`config.mk`:
```
export PLATFORM = sky130hd
export DESIGN_NAME = idd_gen
export DESIGN_NICKNAME = d
export VERILOG_FILES = /design/src/hdl/idd_pkg.sv /design/src/hdl/idd_gen.sv
export SDC_FILE = /design/constraint.sdc
export NUM_CORES = 1
export LEC_CHECK = 0
export ABC_CLOCK_PERIOD_IN_PS = 8600
export BUFFER_PORTS_ARGS = -buffer_cell sky130_fd_sc_hd__buf_2
export CELL_PAD_IN_SITES_DETAIL_PLACEMENT = 0
export CELL_PAD_IN_SITES_GLOBAL_PLACEMENT = 1
export CORE_AREA = 2 2 219 221
export CTS_BUF_LIST = sky130_fd_sc_hd__clkbuf_16
export DETAILED_ROUTE_END_ITERATION = 16
export DIE_AREA = 0 0 221 223
export MAX_ROUTING_LAYER = met4
export PLACE_DENSITY = 0.61
export SLEW_MARGIN = 5
export SYNTH_ARGS = -nofsm -noshare
export SYNTH_HDL_FRONTEND = slang
export SYNTH_SLANG_ARGS = --single-unit
```
`constraint.sdc`:
```
create_clock -name clock -period 8.6 [get_ports clock]
set_input_delay 1.72 -clock clock [delete_from_list [all_inputs] [get_ports clock]]
set_output_delay 1.72 -clock clock [all_outputs]
set_load 0.02 [all_outputs]
```
`src/hdl/idd_pkg.sv`:
```
// Package: identify-drive word map, geometry table and timing constants
package idd_pkg;
	// Word indices inside the 256-word identify block
	localparam logic [7:0] IDD_W_CONFIG = 8'h00, IDD_W_DEF_CYL = 8'h01, IDD_W_DEF_HEAD = 8'h03;
	localparam logic [7:0] IDD_W_TRK_BYTES = 8'h04, IDD_W_SEC_BYTES = 8'h05, IDD_W_DEF_SPT = 8'h06;
	localparam logic [7:0] IDD_W_DEV_MSW = 8'h07, IDD_W_DEV_LSW = 8'h08;
	localparam logic [7:0] IDD_W_SER_FIRST = 8'h0A, IDD_W_SER_LAST = 8'h13;
	localparam logic [7:0] IDD_W_BUF_TYPE = 8'h14, IDD_W_BUF_SIZE = 8'h15, IDD_W_ECC = 8'h16;
	localparam logic [7:0] IDD_W_FW_FIRST = 8'h17, IDD_W_FW_LAST = 8'h1A;
	localparam logic [7:0] IDD_W_MDL_FIRST = 8'h1B, IDD_W_MDL_LAST = 8'h2E;
	localparam logic [7:0] IDD_W_MULTI = 8'h2F, IDD_W_CAPS = 8'h31, IDD_W_PIO = 8'h33;
	localparam logic [7:0] IDD_W_VALID = 8'h35, IDD_W_CUR_CYL = 8'h36, IDD_W_CUR_HEAD = 8'h37;
	localparam logic [7:0] IDD_W_CUR_SPT = 8'h38, IDD_W_CUR_LSW = 8'h39, IDD_W_CUR_MSW = 8'h3A;
	localparam logic [7:0] IDD_W_MSET = 8'h3B, IDD_W_LBA_LSW = 8'h3C, IDD_W_LBA_MSW = 8'h3D;
	localparam logic [7:0] IDD_W_DMA = 8'h3F, IDD_W_APIO = 8'h40;
	localparam logic [7:0] IDD_W_CYC_FIRST = 8'h41, IDD_W_CYC_LAST = 8'h44;
	localparam logic [7:0] IDD_W_LAST = 8'hFF;
	// Fixed word values
	localparam logic [15:0] IDD_V_CFG_CARD = 16'h848A, IDD_V_CFG_IDE = 16'h044A;
	localparam logic [15:0] IDD_V_SEC_BYTES = 16'h0240, IDD_V_BUF_TYPE = 16'h0002;
	localparam logic [15:0] IDD_V_BUF_SIZE = 16'h0002, IDD_V_ECC = 16'h0004;
	localparam logic [15:0] IDD_V_MULTI = 16'h0001, IDD_V_CAPS = 16'h0300, IDD_V_PIO = 16'h0203;
	localparam logic [15:0] IDD_V_VALID = 16'h0003, IDD_V_MSET = 16'h0100;
	localparam logic [15:0] IDD_V_DMA = 16'h0407, IDD_V_APIO = 16'h0003, IDD_V_CYC = 16'h0078;
	// Capacity codes
	localparam logic [2:0] IDD_CAP_256M = 3'h0, IDD_CAP_512M = 3'h1, IDD_CAP_1G = 3'h2;
	localparam logic [2:0] IDD_CAP_2G = 3'h3, IDD_CAP_4G = 3'h4, IDD_CAP_8G = 3'h5;
	// Geometry
	localparam logic [15:0] IDD_HEADS = 16'h0010, IDD_SPT_SMALL = 16'h0020, IDD_SPT_LARGE = 16'h003F;
	localparam logic [15:0] IDD_CYL_256M = 16'h03D4, IDD_CYL_512M = 16'h03E1, IDD_CYL_1G = 16'h07C2;
	localparam logic [15:0] IDD_CYL_2G = 16'h0F82, IDD_CYL_4G = 16'h1F04, IDD_CYL_8G = 16'h3E08;
	// Command-to-data-request latency
	localparam int IDD_CLK_HZ = 50_000_000;
	localparam int IDD_DRQ_TYP_MS = 1;
	localparam int IDD_DRQ_MAX_MS = 5;
	localparam int IDD_DRQ_TYP_CYC = IDD_DRQ_TYP_MS * (IDD_CLK_HZ / 1000);
	localparam int IDD_DRQ_MAX_CYC = IDD_DRQ_MAX_MS * (IDD_CLK_HZ / 1000);
	localparam logic [15:0] IDD_SPACE2 = 16'h2020;

	typedef struct packed {
		logic [15:0] cyl;
		logic [15:0] heads;
		logic [15:0] spt;
	} idd_geom_t;

	typedef struct packed {
		logic [159:0] serial;
		logic [63:0] firmware;
		logic [319:0] model;
		logic model_override;
	} idd_ident_t;

	typedef enum logic [2:0] {
		IDD_ST_IDLE = 3'b001,
		IDD_ST_PREP = 3'b010,
		IDD_ST_XFER = 3'b100
	} idd_state_t;
endpackage

```
`src/hdl/idd_gen.sv`:
```
// Identify-drive data block generator on the task-file data port
//
// Contract
// RULE_01: Word 0 reads 848A in card modes, 044A in True IDE mode.
// RULE_02: Word 5 reads 0240; word 4 reads zero.
// RULE_03: Words 7 and 8 hold sector count, high half first.
// RULE_04: Words 57 and 58 hold current capacity, low half first.
// RULE_05: Word 49 reads 0300: DMA bit 8, LBA bit 9.
// RULE_06: Word 47 reads 0001, one sector per multiple block.
// RULE_07: Word 20 buffer type 0002, word 21 buffer size 0002.
// RULE_08: Word 22 reads 0004 ECC bytes for long commands.
// RULE_09: Words 10 to 19 carry a 20-byte ASCII serial number.
// RULE_10: Words 23 to 26 carry firmware revision, first character high.
// RULE_11: Words 27 to 46 carry model string, capacity plus card type, overridable.
// RULE_12: Word 51 reads 0203.
// RULE_13: Word 53 reads 0003.
// RULE_14: Word 63 reads 0407.
// RULE_15: Word 64 reads 0003.
// RULE_16: Words 65 to 68 each read 0078.
// RULE_17: Geometry by capacity: 16 heads; 32 or 63 sectors; listed cylinders.
// RULE_18: Words 1, 3, 6 hold default cylinders, heads, sectors per track.
// RULE_19: Words 54, 55, 56 hold current cylinders, heads, sectors.
// RULE_20: Words 60 and 61 hold total LBA sector count.
// RULE_21: Data request rises within 5 ms of command, typically 1 ms.
// RULE_22: Words 69 through 255 read zero.
// RULE_23: 256 words delivered in ascending order; host reads all.
`timescale 1ns/1ps
module idd_gen #(
	parameter int DRQ_DELAY_CYC = idd_pkg::IDD_DRQ_TYP_CYC,
	parameter int DRQ_MAX_CYC = idd_pkg::IDD_DRQ_MAX_CYC
) (
	// Clock and reset
	input wire logic clock,
	input wire logic resetn,
	// Card configuration
	input wire logic true_ide,
	input wire logic [2:0] capacity_sel,
	input wire idd_pkg::idd_ident_t ident,
	// Command and data port
	input wire logic identify_start,
	input wire logic data_rd,
	output logic drq,
	output logic busy,
	output logic [15:0] data_out
);
	import idd_pkg::*;

	idd_state_t state_reg, state_next;
	logic [31:0] prep_cnt_reg, prep_cnt_next;
	logic [7:0] idx_reg, idx_next;
	logic [15:0] data_reg, data_next;
	logic ide_reg, ide_next;
	logic [2:0] cap_reg, cap_next;
	idd_geom_t geom;
	logic [31:0] lba;
	logic [319:0] model_str;
	logic [15:0] word_now;

	function automatic idd_geom_t geom_of(input logic [2:0] cap);
		idd_geom_t g;
		g.heads = IDD_HEADS; // RULE_17
		g.spt = IDD_SPT_LARGE;
		case (cap)
			IDD_CAP_512M: g.cyl = IDD_CYL_512M;
			IDD_CAP_1G: g.cyl = IDD_CYL_1G;
			IDD_CAP_2G: g.cyl = IDD_CYL_2G;
			IDD_CAP_4G: g.cyl = IDD_CYL_4G;
			IDD_CAP_8G: g.cyl = IDD_CYL_8G;
			default: begin
				g.cyl = IDD_CYL_256M;
				g.spt = IDD_SPT_SMALL;
			end
		endcase
		return g;
	endfunction

	function automatic logic [319:0] model_of(input logic [2:0] cap);
		logic [319:0] m;
		case (cap)
			IDD_CAP_512M: m = {"512MB PCMCIA card", {23{8'h20}}};
			IDD_CAP_1G: m = {"1GB PCMCIA card", {25{8'h20}}};
			IDD_CAP_2G: m = {"2GB PCMCIA card", {25{8'h20}}};
			IDD_CAP_4G: m = {"4GB PCMCIA card", {25{8'h20}}};
			IDD_CAP_8G: m = {"8GB PCMCIA card", {25{8'h20}}};
			default: m = {"256MB PCMCIA card", {23{8'h20}}};
		endcase
		return m;
	endfunction

	// First character of a pair sits in the high byte
	function automatic logic [15:0] str_word(input logic [319:0] s, input logic [7:0] k);
		logic [319:0] sh;
		sh = s << (16 * int'(k));
		return sh[319:304];
	endfunction

	function automatic logic [15:0] word_of(input logic [7:0] i, input logic ide,
			input idd_geom_t g, input logic [31:0] n, input logic [319:0] mdl,
			input idd_ident_t id);
		logic [15:0] w;
		w = 16'h0000;
		case (i)
			IDD_W_CONFIG: w = ide ? IDD_V_CFG_IDE : IDD_V_CFG_CARD; // RULE_01
			IDD_W_DEF_CYL: w = g.cyl; // RULE_18
			IDD_W_DEF_HEAD: w = g.heads; // RULE_18
			IDD_W_TRK_BYTES: w = 16'h0000; // RULE_02
			IDD_W_SEC_BYTES: w = IDD_V_SEC_BYTES; // RULE_02
			IDD_W_DEF_SPT: w = g.spt; // RULE_18
			IDD_W_DEV_MSW: w = n[31:16]; // RULE_03
			IDD_W_DEV_LSW: w = n[15:0]; // RULE_03
			IDD_W_BUF_TYPE: w = IDD_V_BUF_TYPE; // RULE_07
			IDD_W_BUF_SIZE: w = IDD_V_BUF_SIZE; // RULE_07
			IDD_W_ECC: w = IDD_V_ECC; // RULE_08
			IDD_W_MULTI: w = IDD_V_MULTI; // RULE_06
			IDD_W_CAPS: w = IDD_V_CAPS; // RULE_05
			IDD_W_PIO: w = IDD_V_PIO; // RULE_12
			IDD_W_VALID: w = IDD_V_VALID; // RULE_13
			IDD_W_CUR_CYL: w = g.cyl; // RULE_19
			IDD_W_CUR_HEAD: w = g.heads; // RULE_19
			IDD_W_CUR_SPT: w = g.spt; // RULE_19
			IDD_W_CUR_LSW: w = n[15:0]; // RULE_04
			IDD_W_CUR_MSW: w = n[31:16]; // RULE_04
			IDD_W_MSET: w = IDD_V_MSET;
			IDD_W_LBA_LSW: w = n[15:0]; // RULE_20
			IDD_W_LBA_MSW: w = n[31:16]; // RULE_20
			IDD_W_DMA: w = IDD_V_DMA; // RULE_14
			IDD_W_APIO: w = IDD_V_APIO; // RULE_15
			default: begin
				if (i >= IDD_W_SER_FIRST && i <= IDD_W_SER_LAST) begin
					w = str_word({id.serial, 160'h0}, i - IDD_W_SER_FIRST); // RULE_09
				end else if (i >= IDD_W_FW_FIRST && i <= IDD_W_FW_LAST) begin
					w = str_word({id.firmware, 256'h0}, i - IDD_W_FW_FIRST); // RULE_10
				end else if (i >= IDD_W_MDL_FIRST && i <= IDD_W_MDL_LAST) begin
					w = str_word(mdl, i - IDD_W_MDL_FIRST); // RULE_11
				end else if (i >= IDD_W_CYC_FIRST && i <= IDD_W_CYC_LAST) begin
					w = IDD_V_CYC; // RULE_16
				end else begin
					w = 16'h0000; // RULE_22
				end
			end
		endcase
		return w;
	endfunction

	always_comb begin
		geom = geom_of(cap_reg);
		lba = 32'(geom.cyl) * 32'(geom.heads) * 32'(geom.spt); // RULE_20
		model_str = ident.model_override ? ident.model : model_of(cap_reg); // RULE_11
		word_now = word_of(idx_next, ide_reg, geom, lba, model_str, ident);
	end

	// Sequencer: latch mode and capacity, wait, then stream 256 words
	always_comb begin
		state_next = state_reg;
		prep_cnt_next = prep_cnt_reg;
		idx_next = idx_reg;
		ide_next = ide_reg;
		cap_next = cap_reg;
		case (state_reg)
			IDD_ST_IDLE: begin
				if (identify_start) begin
					state_next = IDD_ST_PREP;
					prep_cnt_next = 32'h0000_0000;
					ide_next = true_ide;
					cap_next = capacity_sel;
				end
			end
			IDD_ST_PREP: begin
				prep_cnt_next = prep_cnt_reg + 32'h0000_0001;
				if (prep_cnt_reg >= 32'(DRQ_DELAY_CYC - 1)) begin
					state_next = IDD_ST_XFER; // RULE_21
					idx_next = 8'h00;
				end
			end
			IDD_ST_XFER: begin
				if (data_rd) begin
					if (idx_reg == IDD_W_LAST) begin
						state_next = IDD_ST_IDLE; // RULE_23
					end else begin
						idx_next = idx_reg + 8'h01; // RULE_23
					end
				end
			end
			default: state_next = IDD_ST_IDLE;
		endcase
	end

	always_comb begin
		data_next = data_reg;
		if (state_next == IDD_ST_XFER) begin
			data_next = word_now;
		end else if (state_next == IDD_ST_IDLE) begin
			data_next = 16'h0000;
		end
	end

	always_ff @(posedge clock) begin
		if (!resetn) begin
			state_reg <= IDD_ST_IDLE;
			prep_cnt_reg <= 32'h0000_0000;
			idx_reg <= 8'h00;
			data_reg <= 16'h0000;
			ide_reg <= 1'b0;
			cap_reg <= 3'h0;
		end else begin
			state_reg <= state_next;
			prep_cnt_reg <= prep_cnt_next;
			idx_reg <= idx_next;
			data_reg <= data_next;
			ide_reg <= ide_next;
			cap_reg <= cap_next;
		end
	end

	assign drq = (state_reg == IDD_ST_XFER);
	assign busy = (state_reg == IDD_ST_PREP);
	assign data_out = data_reg;

	// Checks
	logic [31:0] wait_cnt_reg, wait_cnt_next;
	always_comb begin
		wait_cnt_next = 32'h0000_0000;
		if (state_reg == IDD_ST_PREP) begin
			wait_cnt_next = wait_cnt_reg + 32'h0000_0001;
		end
	end
	always_ff @(posedge clock) begin
		if (!resetn) begin
			wait_cnt_reg <= 32'h0000_0000;
		end else begin
			wait_cnt_reg <= wait_cnt_next;
		end
	end
endmodule

```
==> metrics.md <==
| Metric | Value |
|---|---|
| R2R cell count | `23` |
| Port-buffer cells | `570` |
| Required time of the critical path | `8840 ps` |
| Pin count of the biggest net entering global routing | `between 60 and 70` |
| Worst Tran Pin Value | `between 1000 and 1500 ps` |
| Worst-path fanout max | `18` |
| # DRC | `0` |
| TritonCTS clock tree | `built` |
| IO Pins | `571` |
| Number of buffers created by CTS | `9` |
| Top FF cell, synth | `dfxtp_1` |
| DR WL/cell | `25.9 um` |
| Period utilization | `slightly below 80%` |
| Num rows | `80` |
| Initial antenna violation count | `19` |
| Top cell by count, worst path | `inv_1` |
| Crit path cell chain | `nor2b_1 -> inv_1 -> nand2_1 -> inv_1 -> nand2_1 -> ha_1 -> fa_1 -> inv_1 -> fa_1 -> fa_1 -> inv_1 -> ha_1 -> inv_1 -> o221ai_1 -> a211oi_1 -> o21ai_0 -> nand4_1 -> a311oi_1 -> nand2_1 -> a31oi_1 -> o21ai_0 -> o2111a_1 -> nor4b_1` |
| GR Util All Layers | `between 20% and 30%` |
| Buf+Inv Stages, Crit Path | `5` |
| Worst r2r dst | `data_out[8]` |
| Hold Crit Class | `reg -> reg` |
| Max-slew violation count | `0` |
| Syn avg cell area | `around 7.5 um2` |
| Die H | `approximately 220 um` |
| Peak VDD IR | `0.0843 mV` |
| DR iter-0 viols | `approximately 1100` |
| Final setup vio count | `0` |
| Count of final hold-check violations | `0` |
| CP arrival | `7010 ps` |
| Power per cell area | `approximately 87 nW/um2` |
| Syn Std Cell Area | `between 10000 and 15000 um2` |
| Non-Filler Instances | `between 2000 and 3000` |
| Placed Area | `about 15000 um2` |
| Post-route cell area | `roughly 15000 um2` |
| CTS hold repair buffers | `0` |
| Worst Min Path Start | `data_out[5]` |
| Register area | `1260 um2` |
| R2r setup slk | `approximately 1800 ps` |
| Setup bufs post-CTS | `0` |
| Minimum clock period after layout | `6770 ps` |
| Max reg flops | `32` |
| Post-synthesis async set-or-reset flop share | `0%` |
| DP Worst Slack | `a little under 2000 ps` |
| Dpl hpwl | `57400 um` |
| Core area | `approximately 47000 um2` |
| Post-CTS Resized | `0` |
| Most common cell after layout, fill and taps aside | `buf_2` |
| Share of cells above drive strength 1 | `a little over a third` |
| Unique cell type count in the Yosys netlist | `95` |
| Drt via density | `5.49` |
| RSZ-0062 raised after global routing | `no` |
| # fillers | `about 5200` |
| Cells after Synth | `~1500` |
| Sink Count | `63` |
| Vias in the first global route | `between 10000 and 15000` |
| Area grow syn2layout | `32.3%` |
| Clock Path Buffers | `2` |
| Die ar. | `49300 um2` |
| Die Wd | `221 um` |
| WS Path Type | `reg -> reg` |
| Clk slew on worst S/H paths | `roughly 60 ps` |
| Register area share after synthesis | `11.0%` |
| Number of synthesized flops with an enable pin | `0` |
| DR vias | `between 10000 and 15000` |
| Hold WS | `slightly below 500 ps` |
| Status | `finished, final reports clean` |
| Slew margin rel. | `approximately 18%` |
| Final setup TNS | `0 ps` |
| Htree depth | `3` |
| Flops & latches, synth | `63` |
| Min setup slack post-route | `approximately 1800 ps` |
| Highest-count cells in the layout ignoring fill and taps | `buf_2 (570), nand2_1 (283), mux2i_1 (91)` |
| Clock Latency Late Sink | `around 340 ps` |
| # nets final | `roughly 2600` |
| Placed cells | `around 2600` |
| Delay of the slowest critical-path stage | `approximately 730 ps` |
| Gp weighted congestion | `about 0.97` |
| Crit start category | `register` |
| Hold Path Depth | `2` |
| Slowest cell on crit path | `dfxtp_1` |
| Overflow left after global routing | `0` |
| FF-to-FF Start | `cap_reg[2]` |
| Min-Delay Endpoint | `data_out[5]` |
| Crit end category | `register` |
| Final clock skew | `11.7 ps` |
| CTS root buf | `clkbuf_16` |
| Fmax | `approximately 150 MHz` |
| First-pass GRT wire length | `just under 100000 um` |
| Total length of routed wires | `just under 70000 um` |
| DR pass1 iterations | `6` |
| Detail Route Antenna Nets | `0` |
| Max-Cap Viols | `0` |
| Top Family by Delay on Critical Path | `adder cells` |
| Area of the multi-input gates | `between 9000 and 10000 um2` |
| Yosys warnings | `0` |
| Leakage dissipation | `between 6 and 7 nW` |
| Starting Density | `24.3%` |
power breakdown:
group | total [mW] | switching (mW) | internal (mW)
logic | 0.672 | 0.376 | 0.295
clock network | 0.347 | 0.152 | 0.196
registers | 0.299 | 0.00502 | 0.294
synth_stat cells, types with 11 or more instances:
cell type / instances / area, um2
o221ai_1: 17 / 149
a211oi_1: 21 / 158
clkbuf_1: 77 / 289
o22ai_1: 11 / 68.8
a31oi_1: 39 / 244
fa_1: 27 / 541
xnor2_1: 24 / 210
nor2b_1: 11 / 68.8
a21oi_1: 82 / 410
ha_1: 44 / 551
nor3_1: 32 / 160
a21boi_0: 11 / 82.6
mux4_2: 55 / 1240
buf_2: 27 / 135
nand2b_1: 11 / 68.8
o21ai_0: 68 / 340
and2_1: 40 / 250
a221oi_1: 17 / 149
nand2_1: 283 / 1060
nand4_1: 21 / 131
and3_1: 30 / 188
nand3_1: 90 / 450
dfxtp_1: 63 / 1260
nor2_1: 59 / 221
o211ai_1: 11 / 82.6
inv_1: 64 / 240
mux2i_1: 91 / 911
a311oi_1: 18 / 158
worst max-delay path by stage:
stage          cells past startpoint           end  startpoint
2_1_floorplan                     18  data_out[14]     data_rd
3_3_place_gp                      15  data_out[12]     data_rd
3_5_place_dp                      15  data_out[12]     data_rd
4_1_cts                           23   data_out[8]  cap_reg[2]
5_1_grt                           23   data_out[8]  cap_reg[2]
6_report                          23   data_out[8]  cap_reg[2]
cell type report:
| class | instances | area share (%) |
|---|---|---|
| Timing Repair Buffer | 596 | 20.1 |
| Multi-Input combinational cell | 1283 | 62.7 |
| Sequential cell | 63 | 8.33 |
| Clock buffer | 9 | 1.49 |
| Inverter | 68 | 1.74 |
| Clock inverter | 7 | 0.314 |
| Tap cell | 615 | 5.09 |
| Antenna cell | 15 | 0.248 |
kinds of logic after synthesis:
group | synth area share (%)
and+or+nand+nor | 26.2
AOI/OAI and AO/OA | 24.6
buffers and inverters | 6.77
muxes | 19.3
adders and majority gates | 9.54
DFF | 11.0
xor gates and xnor gates | 2.59
other | 0.0657
metal layers:
| metal | vias up | global-route usage, % | wire length, um |
|---|---|---|---|
| li1 | 6737 | - | - |
| met1 | 7004 | 34.7 | 29200 |
| met2 | 759 | 42.5 | 31300 |
| met3 | 76 | 7.72 | 6500 |
| met4 | 0 | 7.79 | 1860 |
| met5 | - | - | 0 |
per-stage QoR:
| stage | power (mW) | utilization, % |
|---|---|---|
| final | 1.32 | 32.1 |
| after CTS | 1.32 | 32.0 |
| after global placement | 0.968 | 31.4 |
| after detailed placement | 0.965 | 31.4 |
| after floorplan | 0.676 | - |
| after global routing | 1.40 | 32.1 |
worst min-delay path, delay by kind of cell (launching register included):
| family | cells | cell delay [ps] |
|---|---|---|
| compound gates | 1 | 50 |
| flops | 1 | 330 |
| simple gates | 1 | 70 |
Note: power is estimated with default switching activity, not from simulation.
